$ cat src/mcr_consts.vh
`ifndef MCR_CONSTS_VH
`define MCR_CONSTS_VH

// Register indices; byte address on the bus is four times the index
`define MCR_IDX_DIR0      14'h0080
`define MCR_IDX_DIR1      14'h0090
`define MCR_IDX_DIR2      14'h00A0
`define MCR_IDX_DIR3      14'h00B0
`define MCR_IDX_CHOP      14'h2106
`define MCR_IDX_DIFF      14'h210C
`define MCR_IDX_ID_LO     14'h2300
`define MCR_IDX_ID_HI     14'h2301
`define MCR_IDX_RES_PB    14'h2450
`define MCR_IDX_RES_10    14'h2451
`define MCR_IDX_RES_8     14'h2452
`define MCR_IDX_RES_6     14'h2453
`define MCR_IDX_RES_4     14'h2454
`define MCR_IDX_RES_2     14'h2455
`define MCR_IDX_RCHOP     14'h2709

// Field positions inside each byte
`define MCR_DIR_LSB       4
`define MCR_DIR_MSB       7
`define MCR_CHOP_LSB      2
`define MCR_CHOP_MSB      3
`define MCR_DIFFA_BIT     4
`define MCR_DIFFB_BIT     5
`define MCR_RLO_LSB       0
`define MCR_RLO_MSB       2
`define MCR_RHI_LSB       4
`define MCR_RHI_MSB       6
`define MCR_RCHOP_LSB     6
`define MCR_RCHOP_MSB     7

// Reset values
`define MCR_RST_DIR       4'h0
`define MCR_RST_MODE      2'h0
`define MCR_RST_SEL       3'h0
`define MCR_RST_BYTE      8'h00

// Chopper mode encodings
`define MCR_CHOP_TOG_ACC  2'h0
`define MCR_CHOP_POS      2'h1
`define MCR_CHOP_REV      2'h2
`define MCR_CHOP_TOG      2'h3

// Pin resource selector encodings
`define MCR_RES_TMR0      3'h2
`define MCR_RES_TMR1      3'h3
`define MCR_RES_EXTERNAL_INTERRUPT_ZERO      3'h4
`define MCR_RES_EXTERNAL_INTERRUPT_ONE      3'h5

// Bus response codes
`define MCR_RESP_OKAY     2'h0
`define MCR_RESP_SLVERR   2'h2
`define MCR_RESP_DECERR   2'h3

`endif

$ cat src/mcr_metering_config_regs.v
// Added by the designer: the AXI4-Lite register port.
`timescale 1ns/1ps
`default_nettype none
`include "mcr_consts.vh"

// Overview of operation
// Sixteen-bit identity over two read-only bytes
// Reference chop updates only on sync rising edge
// 01 positive, 10 reversed, 11 toggles each edge
// 00 toggles except at accumulation-end edge
// Software should prefer always-toggle for low noise
// Remote chop changes every frame, any encoding
// First current input differential when bit set
// Second current input differential when bit set
// Pins two to eleven own three-bit selectors
// Selector codes: none, reserved, timers, interrupts
// Shared resource driven by OR of pins
// Sixteen direction bits, one means output
// Reserved or above five selects nothing
module mcr_metering_config_regs #(
  parameter [15:0] ID_CODE = 16'hA5C3  // Arbitrary identity value
) (
  input  wire        aclk,
  input  wire        aresetn,
  input  wire [15:0] s_axi_awaddr,
  input  wire        s_axi_awvalid,
  output wire        s_axi_awready,
  input  wire [31:0] s_axi_wdata,
  input  wire [3:0]  s_axi_wstrb,
  input  wire        s_axi_wvalid,
  output wire        s_axi_wready,
  output reg  [1:0]  s_axi_bresp,
  output reg         s_axi_bvalid,
  input  wire        s_axi_bready,
  input  wire [15:0] s_axi_araddr,
  input  wire        s_axi_arvalid,
  output wire        s_axi_arready,
  output reg  [31:0] s_axi_rdata,
  output reg  [1:0]  s_axi_rresp,
  output reg         s_axi_rvalid,
  input  wire        s_axi_rready,
  input  wire        multiplexer_frame_sync,
  input  wire        accumulation_end,
  input  wire [11:2] pin_level_in,
  input  wire        pushbutton_in,
  output reg         reference_chop,
  output reg         remote_chop,
  output wire        current_a_differential,
  output wire        current_b_differential,
  output wire [15:0] pin_direction,
  output reg         timer_zero_input,
  output reg         timer_one_input,
  output reg         external_interrupt_zero,
  output reg         external_interrupt_one
);

  // Number of resource selectors: pushbutton plus pins two to eleven
  localparam NSEL = 11;

  // Software-visible state
  reg [15:0]       dir_r;          // Pin direction, one per pin
  reg [1:0]        chop_mode_r;    // Reference chopper mode
  reg [1:0]        rchop_mode_r;   // Remote chopper mode
  reg              diffa_r;        // First current input differential
  reg              diffb_r;        // Second current input differential
  reg [3*NSEL-1:0] sel_r;          // Slot 0 pushbutton, slot k pin k+1

  // Write channel holding state
  reg              aw_have_r;      // Write address captured
  reg              w_have_r;       // Write data captured
  reg [13:0]       aw_idx_r;       // Captured write index
  reg [7:0]        w_byte_r;       // Captured low data byte
  reg              w_lane_r;       // Low byte lane enabled

  // Synchronisers for pins from outside the clock domain
  reg              sync_meta_r;    // Frame sync, first stage
  reg              sync_r;         // Frame sync, second stage
  reg              sync_d_r;       // Frame sync, edge history
  reg              acc_meta_r;     // Accumulation end, first stage
  reg              acc_r;          // Accumulation end, second stage
  reg [11:2]       pin_meta_r;     // Pin levels, first stage
  reg [11:2]       pin_r;          // Pin levels, second stage
  reg              pb_meta_r;      // Pushbutton, first stage
  reg              pb_r;           // Pushbutton, second stage

  wire             sync_rise;      // One-cycle frame sync edge
  wire             wr_go;          // Both halves of a write present
  wire [8:0]       rd_look;        // Read lookup: hit flag and byte
  wire [8:0]       wr_look;        // Lookup used to decode writes
  wire [NSEL-1:0]  slot_lvl;       // Synced level per selector slot

  // Read map: bit 8 is the decode hit, bits 7:0 the byte
  function [8:0] reg_read;
    input [13:0] idx;
    begin
      reg_read = {1'b1, `MCR_RST_BYTE};
      case (idx)
        // Direction nibbles ride in the upper half of the byte
        `MCR_IDX_DIR0:   reg_read[`MCR_DIR_MSB:`MCR_DIR_LSB] = dir_r[3:0];
        `MCR_IDX_DIR1:   reg_read[`MCR_DIR_MSB:`MCR_DIR_LSB] = dir_r[7:4];
        `MCR_IDX_DIR2:   reg_read[`MCR_DIR_MSB:`MCR_DIR_LSB] = dir_r[11:8];
        `MCR_IDX_DIR3:   reg_read[`MCR_DIR_MSB:`MCR_DIR_LSB] = dir_r[15:12];
        // Reference mode; other bits of the byte belong elsewhere
        `MCR_IDX_CHOP:
          reg_read[`MCR_CHOP_MSB:`MCR_CHOP_LSB] = chop_mode_r;
        // Both differential enables share one byte
        `MCR_IDX_DIFF: begin
          reg_read[`MCR_DIFFA_BIT] = diffa_r;
          reg_read[`MCR_DIFFB_BIT] = diffb_r;
        end
        // Identity bytes are constants, never state
        `MCR_IDX_ID_LO:  reg_read[7:0] = ID_CODE[7:0];
        `MCR_IDX_ID_HI:  reg_read[7:0] = ID_CODE[15:8];
        // Pushbutton selector sits alone in its byte
        `MCR_IDX_RES_PB: reg_read[`MCR_RLO_MSB:`MCR_RLO_LSB] = sel_r[2:0];
        // Selector pairs: lower pin low field, higher pin high field
        `MCR_IDX_RES_10: begin
          reg_read[`MCR_RLO_MSB:`MCR_RLO_LSB] = sel_r[29:27];
          reg_read[`MCR_RHI_MSB:`MCR_RHI_LSB] = sel_r[32:30];
        end
        `MCR_IDX_RES_8: begin
          reg_read[`MCR_RLO_MSB:`MCR_RLO_LSB] = sel_r[23:21];
          reg_read[`MCR_RHI_MSB:`MCR_RHI_LSB] = sel_r[26:24];
        end
        `MCR_IDX_RES_6: begin
          reg_read[`MCR_RLO_MSB:`MCR_RLO_LSB] = sel_r[17:15];
          reg_read[`MCR_RHI_MSB:`MCR_RHI_LSB] = sel_r[20:18];
        end
        `MCR_IDX_RES_4: begin
          reg_read[`MCR_RLO_MSB:`MCR_RLO_LSB] = sel_r[11:9];
          reg_read[`MCR_RHI_MSB:`MCR_RHI_LSB] = sel_r[14:12];
        end
        `MCR_IDX_RES_2: begin
          reg_read[`MCR_RLO_MSB:`MCR_RLO_LSB] = sel_r[5:3];
          reg_read[`MCR_RHI_MSB:`MCR_RHI_LSB] = sel_r[8:6];
        end
        // Remote mode kept for readback only
        `MCR_IDX_RCHOP:
          reg_read[`MCR_RCHOP_MSB:`MCR_RCHOP_LSB] = rchop_mode_r;
        // Unmapped index: no hit, data zero
        default: reg_read = {1'b0, `MCR_RST_BYTE};
      endcase
    end
  endfunction

  // True when a selector picks the given resource code
  function picks;
    input [2:0] sel;
    input [2:0] code;
    begin
      picks = (sel == code);
    end
  endfunction

  // Handshakes: each address or data half taken once, held till used
  assign s_axi_awready = ~aw_have_r;
  assign s_axi_wready  = ~w_have_r;
  assign s_axi_arready = ~s_axi_rvalid;
  assign wr_go   = aw_have_r & w_have_r & ~s_axi_bvalid;
  assign rd_look = reg_read(s_axi_araddr[15:2]);
  assign wr_look = reg_read(aw_idx_r);

  // Register-backed configuration outputs
  assign current_a_differential = diffa_r;
  assign current_b_differential = diffb_r;
  assign pin_direction          = dir_r;

  // Write address and data capture, in either order
  always @(posedge aclk) begin
    if (!aresetn) begin
      aw_have_r <= 1'b0;
      w_have_r  <= 1'b0;
      aw_idx_r  <= 14'h0000;
      w_byte_r  <= `MCR_RST_BYTE;
      w_lane_r  <= 1'b0;
    end else begin
      // Address half
      if (s_axi_awvalid && !aw_have_r) begin
        aw_have_r <= 1'b1;
        aw_idx_r  <= s_axi_awaddr[15:2];
      end else if (wr_go) begin
        aw_have_r <= 1'b0;
      end
      // Data half; only lane 0 carries register bits
      if (s_axi_wvalid && !w_have_r) begin
        w_have_r <= 1'b1;
        w_byte_r <= s_axi_wdata[7:0];
        w_lane_r <= s_axi_wstrb[0];
      end else if (wr_go) begin
        w_have_r <= 1'b0;
      end
    end
  end

  // Write response; identity bytes refuse writes with an error
  always @(posedge aclk) begin
    if (!aresetn) begin
      s_axi_bvalid <= 1'b0;
      s_axi_bresp  <= `MCR_RESP_OKAY;
    end else if (wr_go) begin
      s_axi_bvalid <= 1'b1;
      if (!wr_look[8])
        s_axi_bresp <= `MCR_RESP_DECERR;
      else if (aw_idx_r == `MCR_IDX_ID_LO || aw_idx_r == `MCR_IDX_ID_HI)
        s_axi_bresp <= `MCR_RESP_SLVERR;
      else
        s_axi_bresp <= `MCR_RESP_OKAY;
    end else if (s_axi_bready) begin
      // Master has taken the answer
      s_axi_bvalid <= 1'b0;
    end
  end

  // Register updates; a cleared lane-0 strobe leaves the byte alone
  always @(posedge aclk) begin
    if (!aresetn) begin
      dir_r        <= {4{`MCR_RST_DIR}};
      chop_mode_r  <= `MCR_RST_MODE;
      rchop_mode_r <= `MCR_RST_MODE;
      diffa_r      <= 1'b0;
      diffb_r      <= 1'b0;
      sel_r        <= {NSEL{`MCR_RST_SEL}};
    end else if (wr_go && w_lane_r) begin
      case (aw_idx_r)
        `MCR_IDX_DIR0:
          dir_r[3:0] <= w_byte_r[`MCR_DIR_MSB:`MCR_DIR_LSB];
        // Pins four to seven
        `MCR_IDX_DIR1:
          dir_r[7:4] <= w_byte_r[`MCR_DIR_MSB:`MCR_DIR_LSB];
        // Pins eight to eleven
        `MCR_IDX_DIR2:
          dir_r[11:8] <= w_byte_r[`MCR_DIR_MSB:`MCR_DIR_LSB];
        // Pins twelve to fifteen
        `MCR_IDX_DIR3:
          dir_r[15:12] <= w_byte_r[`MCR_DIR_MSB:`MCR_DIR_LSB];
        // Reference mode; acts only from the next sync edge
        `MCR_IDX_CHOP:
          chop_mode_r <= w_byte_r[`MCR_CHOP_MSB:`MCR_CHOP_LSB];
        `MCR_IDX_DIFF: begin
          diffa_r <= w_byte_r[`MCR_DIFFA_BIT];
          diffb_r <= w_byte_r[`MCR_DIFFB_BIT];
        end
        `MCR_IDX_RES_PB:
          sel_r[2:0] <= w_byte_r[`MCR_RLO_MSB:`MCR_RLO_LSB];
        // Pins ten and eleven
        `MCR_IDX_RES_10: begin
          sel_r[29:27] <= w_byte_r[`MCR_RLO_MSB:`MCR_RLO_LSB];
          sel_r[32:30] <= w_byte_r[`MCR_RHI_MSB:`MCR_RHI_LSB];
        end
        // Pins eight and nine
        `MCR_IDX_RES_8: begin
          sel_r[23:21] <= w_byte_r[`MCR_RLO_MSB:`MCR_RLO_LSB];
          sel_r[26:24] <= w_byte_r[`MCR_RHI_MSB:`MCR_RHI_LSB];
        end
        // Pins six and seven
        `MCR_IDX_RES_6: begin
          sel_r[17:15] <= w_byte_r[`MCR_RLO_MSB:`MCR_RLO_LSB];
          sel_r[20:18] <= w_byte_r[`MCR_RHI_MSB:`MCR_RHI_LSB];
        end
        // Pins four and five
        `MCR_IDX_RES_4: begin
          sel_r[11:9]  <= w_byte_r[`MCR_RLO_MSB:`MCR_RLO_LSB];
          sel_r[14:12] <= w_byte_r[`MCR_RHI_MSB:`MCR_RHI_LSB];
        end
        // Pins two and three
        `MCR_IDX_RES_2: begin
          sel_r[5:3] <= w_byte_r[`MCR_RLO_MSB:`MCR_RLO_LSB];
          sel_r[8:6] <= w_byte_r[`MCR_RHI_MSB:`MCR_RHI_LSB];
        end
        // Stored for readback; remote chop ignores it
        `MCR_IDX_RCHOP:
          rchop_mode_r <= w_byte_r[`MCR_RCHOP_MSB:`MCR_RCHOP_LSB];
        // Identity and unmapped: nothing stored
        default: begin
        end
      endcase
    end
  end

  // Read channel: one cycle from address to data
  always @(posedge aclk) begin
    if (!aresetn) begin
      s_axi_rvalid <= 1'b0;
      s_axi_rdata  <= 32'h00000000;
      s_axi_rresp  <= `MCR_RESP_OKAY;
    end else if (s_axi_arvalid && !s_axi_rvalid) begin
      s_axi_rvalid <= 1'b1;
      s_axi_rdata  <= {24'h000000, rd_look[7:0]};
      s_axi_rresp  <= rd_look[8] ? `MCR_RESP_OKAY : `MCR_RESP_DECERR;
    end else if (s_axi_rready) begin
      // Master has taken the answer
      s_axi_rvalid <= 1'b0;
    end
  end

  // Two-stage synchronisers; second stages alone feed logic
  always @(posedge aclk) begin
    if (!aresetn) begin
      sync_meta_r <= 1'b0;
      sync_r      <= 1'b0;
      sync_d_r    <= 1'b0;
      acc_meta_r  <= 1'b0;
      acc_r       <= 1'b0;
      pin_meta_r  <= 10'h000;
      pin_r       <= 10'h000;
      pb_meta_r   <= 1'b0;
      pb_r        <= 1'b0;
    end else begin
      sync_meta_r <= multiplexer_frame_sync;
      sync_r      <= sync_meta_r;
      sync_d_r    <= sync_r;
      acc_meta_r  <= accumulation_end;
      acc_r       <= acc_meta_r;
      pin_meta_r  <= pin_level_in;
      pin_r       <= pin_meta_r;
      pb_meta_r   <= pushbutton_in;
      pb_r        <= pb_meta_r;
    end
  end

  // Rising edge of the frame sync, after synchronising
  assign sync_rise = sync_r & ~sync_d_r;

  // Slot 0 pushbutton, slot k pin k+1; no out-of-range pin index
  assign slot_lvl = {pin_r, pb_r};

  // Chop states change only at a frame sync rising edge
  // Accumulation end must be held across the sync edge to be seen
  always @(posedge aclk) begin
    if (!aresetn) begin
      reference_chop <= 1'b0;
      remote_chop    <= 1'b0;
    end else if (sync_rise) begin
      // Remote chop flips every frame whatever the mode holds
      remote_chop <= ~remote_chop;
      case (chop_mode_r)
        `MCR_CHOP_TOG_ACC:
          if (!acc_r)
            reference_chop <= ~reference_chop;
        `MCR_CHOP_POS: reference_chop <= 1'b0;
        `MCR_CHOP_REV: reference_chop <= 1'b1;
        `MCR_CHOP_TOG: reference_chop <= ~reference_chop;
        default:       reference_chop <= reference_chop;
      endcase
    end
  end

  // Resource routing; codes 0, 1 and 6-7 match nothing
  always @* begin : route
    integer k;
    reg     lvl;
    timer_zero_input        = 1'b0;
    timer_one_input         = 1'b0;
    external_interrupt_zero = 1'b0;
    external_interrupt_one  = 1'b0;
    lvl                     = 1'b0;
    for (k = 0; k < NSEL; k = k + 1) begin
      // Level of this slot's pin, already synchronised
      lvl = slot_lvl[k];
      // Timer zero clock or gate
      if (picks(sel_r[3*k +: 3], `MCR_RES_TMR0))
        timer_zero_input = timer_zero_input | lvl;
      // Timer one clock or gate
      if (picks(sel_r[3*k +: 3], `MCR_RES_TMR1))
        timer_one_input = timer_one_input | lvl;
      // External interrupt zero
      if (picks(sel_r[3*k +: 3], `MCR_RES_EXTERNAL_INTERRUPT_ZERO))
        external_interrupt_zero = external_interrupt_zero | lvl;
      // External interrupt one; exact match leaves 1, 6, 7 unrouted
      if (picks(sel_r[3*k +: 3], `MCR_RES_EXTERNAL_INTERRUPT_ONE))
        external_interrupt_one = external_interrupt_one | lvl;
    end
  end

endmodule // mcr_metering_config_regs

`default_nettype wire

$ cat config.mk
export PLATFORM = sky130hd
export DESIGN_NAME = mcr_metering_config_regs
export DESIGN_NICKNAME = d
export VERILOG_FILES = /design/src/mcr_metering_config_regs.v
export VERILOG_INCLUDE_DIRS = /design/src
export SDC_FILE = /design/constraint.sdc
export NUM_CORES = 1
export LEC_CHECK = 0
export BUFFER_PORTS_ARGS = -buffer_cell sky130_fd_sc_hd__buf_2
export CORE_AREA = 2 2 115 117
export DETAILED_ROUTE_END_ITERATION = 10
export DIE_AREA = 0 0 117 119
export PLACE_DENSITY = 0.83
export REMOVE_ABC_BUFFERS = 1
export SETUP_SLACK_MARGIN = 0.02
export SYNTH_ARGS = -nofsm -noshare
export SYNTH_HDL_FRONTEND = slang
export SYNTH_SLANG_ARGS = --single-unit
$ cat constraint.sdc
create_clock -name aclk -period 1.8 [get_ports aclk]
set_input_delay 0.09 -clock aclk [delete_from_list [all_inputs] [get_ports aclk]]
set_output_delay 0.09 -clock aclk [all_outputs]
set_load 0.02 [all_outputs]
-- Word-level counts from Yosys, hierarchy flattened
Cells that the tools add are included.
- equality and inequality tests: 78
- multiplexer cells: 64
- bitwise logic cells: 50
- reduce and logical (&&, ||, !) cells: 30
- operator list (cell ; count):
    14-bit equality test, second input constant ; 22
    14-bit by 8-bit equality test with 1-bit output, second input constant ; 8
    3-bit by 2-bit equality test with 1-bit output, second input constant ; 22
    3-bit equality test, second input constant ; 22
    1-bit 2-to-1 mux ; 55
    1-bit OR ; 40
    15-bit OR reduction ; 2
    2-bit AND reduction ; 14
    2-bit one-hot mux with 11 select lines ; 1
    2-bit one-hot mux with 8 select lines ; 1
    1-bit one-hot mux with 11 select lines ; 1
    1-bit one-hot mux with 8 select lines ; 1
    2-bit nonzero test ; 4
    1-bit NOT ; 7
    2-bit 2-to-1 mux ; 3
    1-bit one-hot mux with 6 select lines ; 1
    2-bit equality test, second input constant ; 2
    1-bit logical AND ; 4
    1-bit one-hot mux with 4 select lines ; 1
    1-bit AND ; 3
    1-bit logical NOT ; 3
    2-bit by 1-bit equality test with 1-bit output, second input constant ; 1
    2-bit logical NOT ; 1
    2-bit != test, second input constant ; 1
    2 further kinds ; 2
- register bits after elaboration: 123
- input bits: 88
- output and inout port bits: 65
- logic and storage cells: 257

-- Depth between registers and ports, before layout
- word-level depth: 22
- depth in mapped cells: 7

-- Least setup slack after synthesis
Ideal clock, no wire load.
- kind: register -> register
- start point: register aw_idx_r[0]
- end point: register dir_r[0], in the netlist pin_direction[0]
- library setup time: 116 ps
- data arrival time: 1715 ps
- data required time: 1684 ps
- path slack: -31 ps
- stages on the path, launching flop included: 8
- clock period less this slack: 1831 ps
- cell sequence: dfxtp_1 > buf_2 > nor4b_2 > nand4_2 > or4_1 > buf_2 > mux2i_1 > nor2b_1
- word-level cells in the longest chain between the ends: 2
- ends and longest elaborated chain (what ; line ; RTL):
    start: declaration ; mcr_metering_config_regs.v:71 ; reg [13:0] aw_idx_r;
    start signal: assignment ; mcr_metering_config_regs.v:180 ; aw_idx_r <= s_axi_awaddr[15:2];
    14-bit by 8-bit equality test with 1-bit output ; -- ;
    2-bit AND reduction (no source line) ; -- ;
    end signal: assignment ; mcr_metering_config_regs.v:217 ; dir_r <= {4{`MCR_RST_DIR}};
    end signal: assignment ; mcr_metering_config_regs.v:226 ; dir_r[3:0] <= w_byte_r[`MCR_DIR_MSB:`MCR_DIR_LSB];
    end: declaration ; mcr_metering_config_regs.v:61 ; reg [15:0] dir_r;
Every way passes these cells.
A chain may end at the register's enable or synchronous reset.

-- Final worst setup path
- start point: register sel_r[21]
- end point: output port timer_zero_input
- word-level cells in the longest chain between the ends: 8
- ends and longest elaborated chain (what ; line ; RTL):
    start: declaration ; mcr_metering_config_regs.v:66 ; reg [3*NSEL-1:0] sel_r;
    start signal: assignment ; mcr_metering_config_regs.v:222 ; sel_r <= {NSEL{`MCR_RST_SEL}};
    start signal: assignment ; mcr_metering_config_regs.v:252 ; sel_r[23:21] <= w_byte_r[`MCR_RLO_MSB:`MCR_RLO_LSB];
    3-bit by 2-bit equality test with 1-bit output * ; mcr_metering_config_regs.v:151 ; picks = (sel == code);
    1-bit 2-to-1 mux * ; mcr_metering_config_regs.v:361 ; if (picks(sel_r[3*k +: 3], `MCR_RES_TMR0))
    1-bit OR ; mcr_metering_config_regs.v:362 ; timer_zero_input = timer_zero_input | lvl;
    1-bit 2-to-1 mux * ; mcr_metering_config_regs.v:361 ;
    1-bit OR ; mcr_metering_config_regs.v:362 ;
    1-bit 2-to-1 mux * ; mcr_metering_config_regs.v:361 ;
    1-bit OR ; mcr_metering_config_regs.v:362 ;
    1-bit 2-to-1 mux * ; mcr_metering_config_regs.v:361 ;
    end: declaration ; mcr_metering_config_regs.v:51 ; output reg timer_zero_input,
Every way passes the cells marked *; elsewhere a longest branch is shown, timed or not.

==> reports/qor.txt <==
hold_ws - 0.0934 ns
# DRC - 0
Avg WL per Cell - 16.8 µm
clock tree buffer depth - 2
most frequent cells in the layout - nand2_1, dfxtp_1, buf_2, buf_4, mux2i_1
Synth area leaders - dfxtp_1, mux2i_1, nand2_1, and2_1, buf_4
# IOs - 153
IO buf count - 97
Crit path max-delay family - compound AO/OA/AOI/OAI gates
dpl hpwl - 11,600 µm
gr usage total - 25.3%
GP Congestion - 0.901
Highest Signal Layer - met4
pin count of the biggest net entering global routing - 51
Slew headroom - 61.2%
vias per std cell - 5.49
H-tree levels - 4
nature of the critical path endpoint - output pin
Vias - 5,688
std cell rows - 42
min-delay worst type - input pin to register
TritonCTS Buffers - 17
TritonCTS Sinks - 122
reg2reg path depth - 7
Bufs and invs on worst path - 2
number of global-route vias before repair - 5,453
core region area - 12,900 µm²
Post-Place Cell Area - 6880 µm²
Die Y - 119 µm
Final ANT Viol Nets - 0
CTS root buf - clkbuf_16
Slowest-stage cell, CP - or4_4
DR iter-0 viols - 446
first element of the critical path - sel_r[21]
die footprint - 13,900 µm²
Worst R2R End - rchop_mode_r[0]
Worst Path Max Fanout - 2
layout cells sized above 1 - 29.6%
Clock transition at path regs - 0.06 ns
# Max-Cap Violations - 0
Reg-to-Reg Start - aw_idx_r[6]
VDD IR-drop max - 0.000578 V
Nets - 938
final number of setup-violating endpoints - 14
Lkg Pwr - 3.36 nW
Synth area leader - dfxtp_1
Yosys top cell area share - 41.0%
area delta synth->final - 36.8%
Post-Syn Area - 5960 µm²
Post-Syn Instances - 660
Multi-input gate area - 3380 µm²
Fmax achieved - 503 MHz
met3 WL - 1190 µm
wl on met1 - 7060 µm
commonest non-fill, non-tap cell in the layout - nand2_1
worst hold endpoint - s_axi_rdata[3]
Routed Wire Length - 17,400 µm
grt ovf - 0
min cycle time layout - 1.99 ns
RSZ-0062 raised after global routing - yes
Netlist cell types - 70
Tcrit/Tclk final - 110%
FF+latch count, synth - 122
Hold Path Stages - 4
first-pass GRT wire length - 27,300 µm
CTS tree - built
fillers - 979
sequential area share after synthesis - 41.0%
mean post-synth cell area - 9.03 µm²
Max Slew Vio Count - 0
post-route cell area - 8160 µm²
crit-path max cell delay - 0.44 ns
synthesis warning total - 0
PwrDens - 865 nW/µm²
Worst-Skew Late Latency - 0.42 ns
Reg2Reg Setup Slack - -0.04 ns
worst path cell trace - inv_1 > a311oi_2 > o221ai_1 > or4_4 > buf_6
Register Area - 2460 µm²
asr flop ratio synth - 0%
CP Class - register to output pin
WP data required - 1.71 ns
final worst slack - -0.188 ns
initial antenna violation count - 0
metal2 WL - 8570 µm
critical path arrival - 1.90 ns
DIE WIDTH - 117 µm
Main synth FF type - dfxtp_1
failing checks - negative setup slack
hold_sp - s_axi_arvalid
number of flops mapped to enable cells by yosys - 0
Worst Tran Pin Value - 0.577 ns
status - finished with violations
Detailed Routing Iterations Pass 1 - 5
Max Clock Skew - 0.00876 ns
Fin. Hold Viols - 0
critical path startpoint category - register
Initial Utilization - 46.3%
ant diodes - 0
[logic make-up after synthesis]
logic type      synth area share, %
compound gates                 11.0
xor+xnor                      0.147
fa+ha+maj                     0.420
buf+inv                        6.27
flops                          41.0
mux                            12.9
other cells                  0.0629
simple gates                   28.2
[where the power goes]
group / internal (W) / switching [W] / leakage [nW]
Combinational: 0.000305 / 0.000373 / 2.07
Clock: 0.00221 / 0.00133 / 0.298
Sequential: 0.00278 / 0.0000577 / 1.00
Total: 0.00529 / 0.00176 / 3.36
[area by class of cell]
cell class	count	share of cell area (%)
multi-input cells	488	41.5
inverters	16	0.736
clock buffers	17	5.22
well taps	176	2.70
flip-flops and latches	122	30.1
clock inverters	15	2.33
repair buffers	203	17.4
[how the worst max path moves through the flow]
stage                              endpoint  depth (start not counted)
floorplan                          sel_r[3]                          5
global placement                  sel_r[15]                          5
detailed placement                sel_r[32]                          5
CTS                        timer_zero_input                          6
global route        external_interrupt_zero                          5
finish                     timer_zero_input                          5
[metrics by stage]
step / total power, W / setup TNS (ns) / worst slack, ns / utilization [%] / cells
floorplan: 0.00316 / -0.0350 / -0.00583 / - / 626
global placement: 0.00344 / -1.21 / -0.0580 / 53.4 / 957
detailed placement: 0.00345 / -2.26 / -0.114 / 53.4 / 957
CTS: 0.00706 / -0.449 / -0.196 / 62.5 / 1032
global route: 0.00730 / -3.77 / -0.232 / 63.3 / 1037
finish: 0.00705 / -0.556 / -0.188 / 63.3 / 1037
[Yosys cell counts (3+ instances only)]
master and instances:
nor4_1 3, mux2_2 4, nand3_1 18, a21boi_0 23, mux4_2 5, buf_2 5, inv_1 16, o21ai_0 16
or3_1 3, nor4b_2 3, nand2b_1 6, nand3b_1 12, or4_1 3, a31oi_1 4, clkbuf_1 24, nand2_1 119
nor2b_1 30, nor2_1 18, nor2_4 3, nor3_1 7, nand4b_1 9, o32ai_1 3, mux2i_1 61, and3_1 6
o22ai_1 5, buf_1 3, a21oi_1 12, nand4_1 7, dfxtp_1 122, buf_4 25, nor4_2 3, and2_1 30
[flip-flops by register name, indices dropped and copies added (netlist names), 2 cells and up]
signal / flops
aw_idx_r: 14
chop_mode_r: 2
pin_direction: 16
pin_meta_r: 10
pin_r: 10
rchop_mode_r: 2
s_axi_bresp: 2
s_axi_rdata: 8
sel_r: 33
w_byte_r: 8
[worst register-to-register path: stages, from the launching register on]
cell and delay [ns]:
dfxtp_2 0.32, buf_6 0.12, nor4_4 0.30, nand4_1 0.21, nor4_2 0.32, buf_4 0.18, mux2i_2 0.22, nor2b_1 0.06
[metal layers]
metal | vias up | track usage, %
met5 | - | 0
met4 | 0 | 10.8
met3 | 52 | 5.70
met2 | 286 | 41.9
met1 | 2683 | 31.2
li1 | 2667 | -
[timing repair]
| item | in CTS | in global routing |
|---|---|---|
| setup endpoints to repair | 43 | 47 |
| resized for setup | 34 | 18 |
| buffers inserted | 3 | 6 |
| hold endpoints to repair | 40 | 0 |
| hold buffers | 41 | 0 |
| pin swaps | 12 | 9 |
No activity file was read; power rests on OpenSTA's default activity.
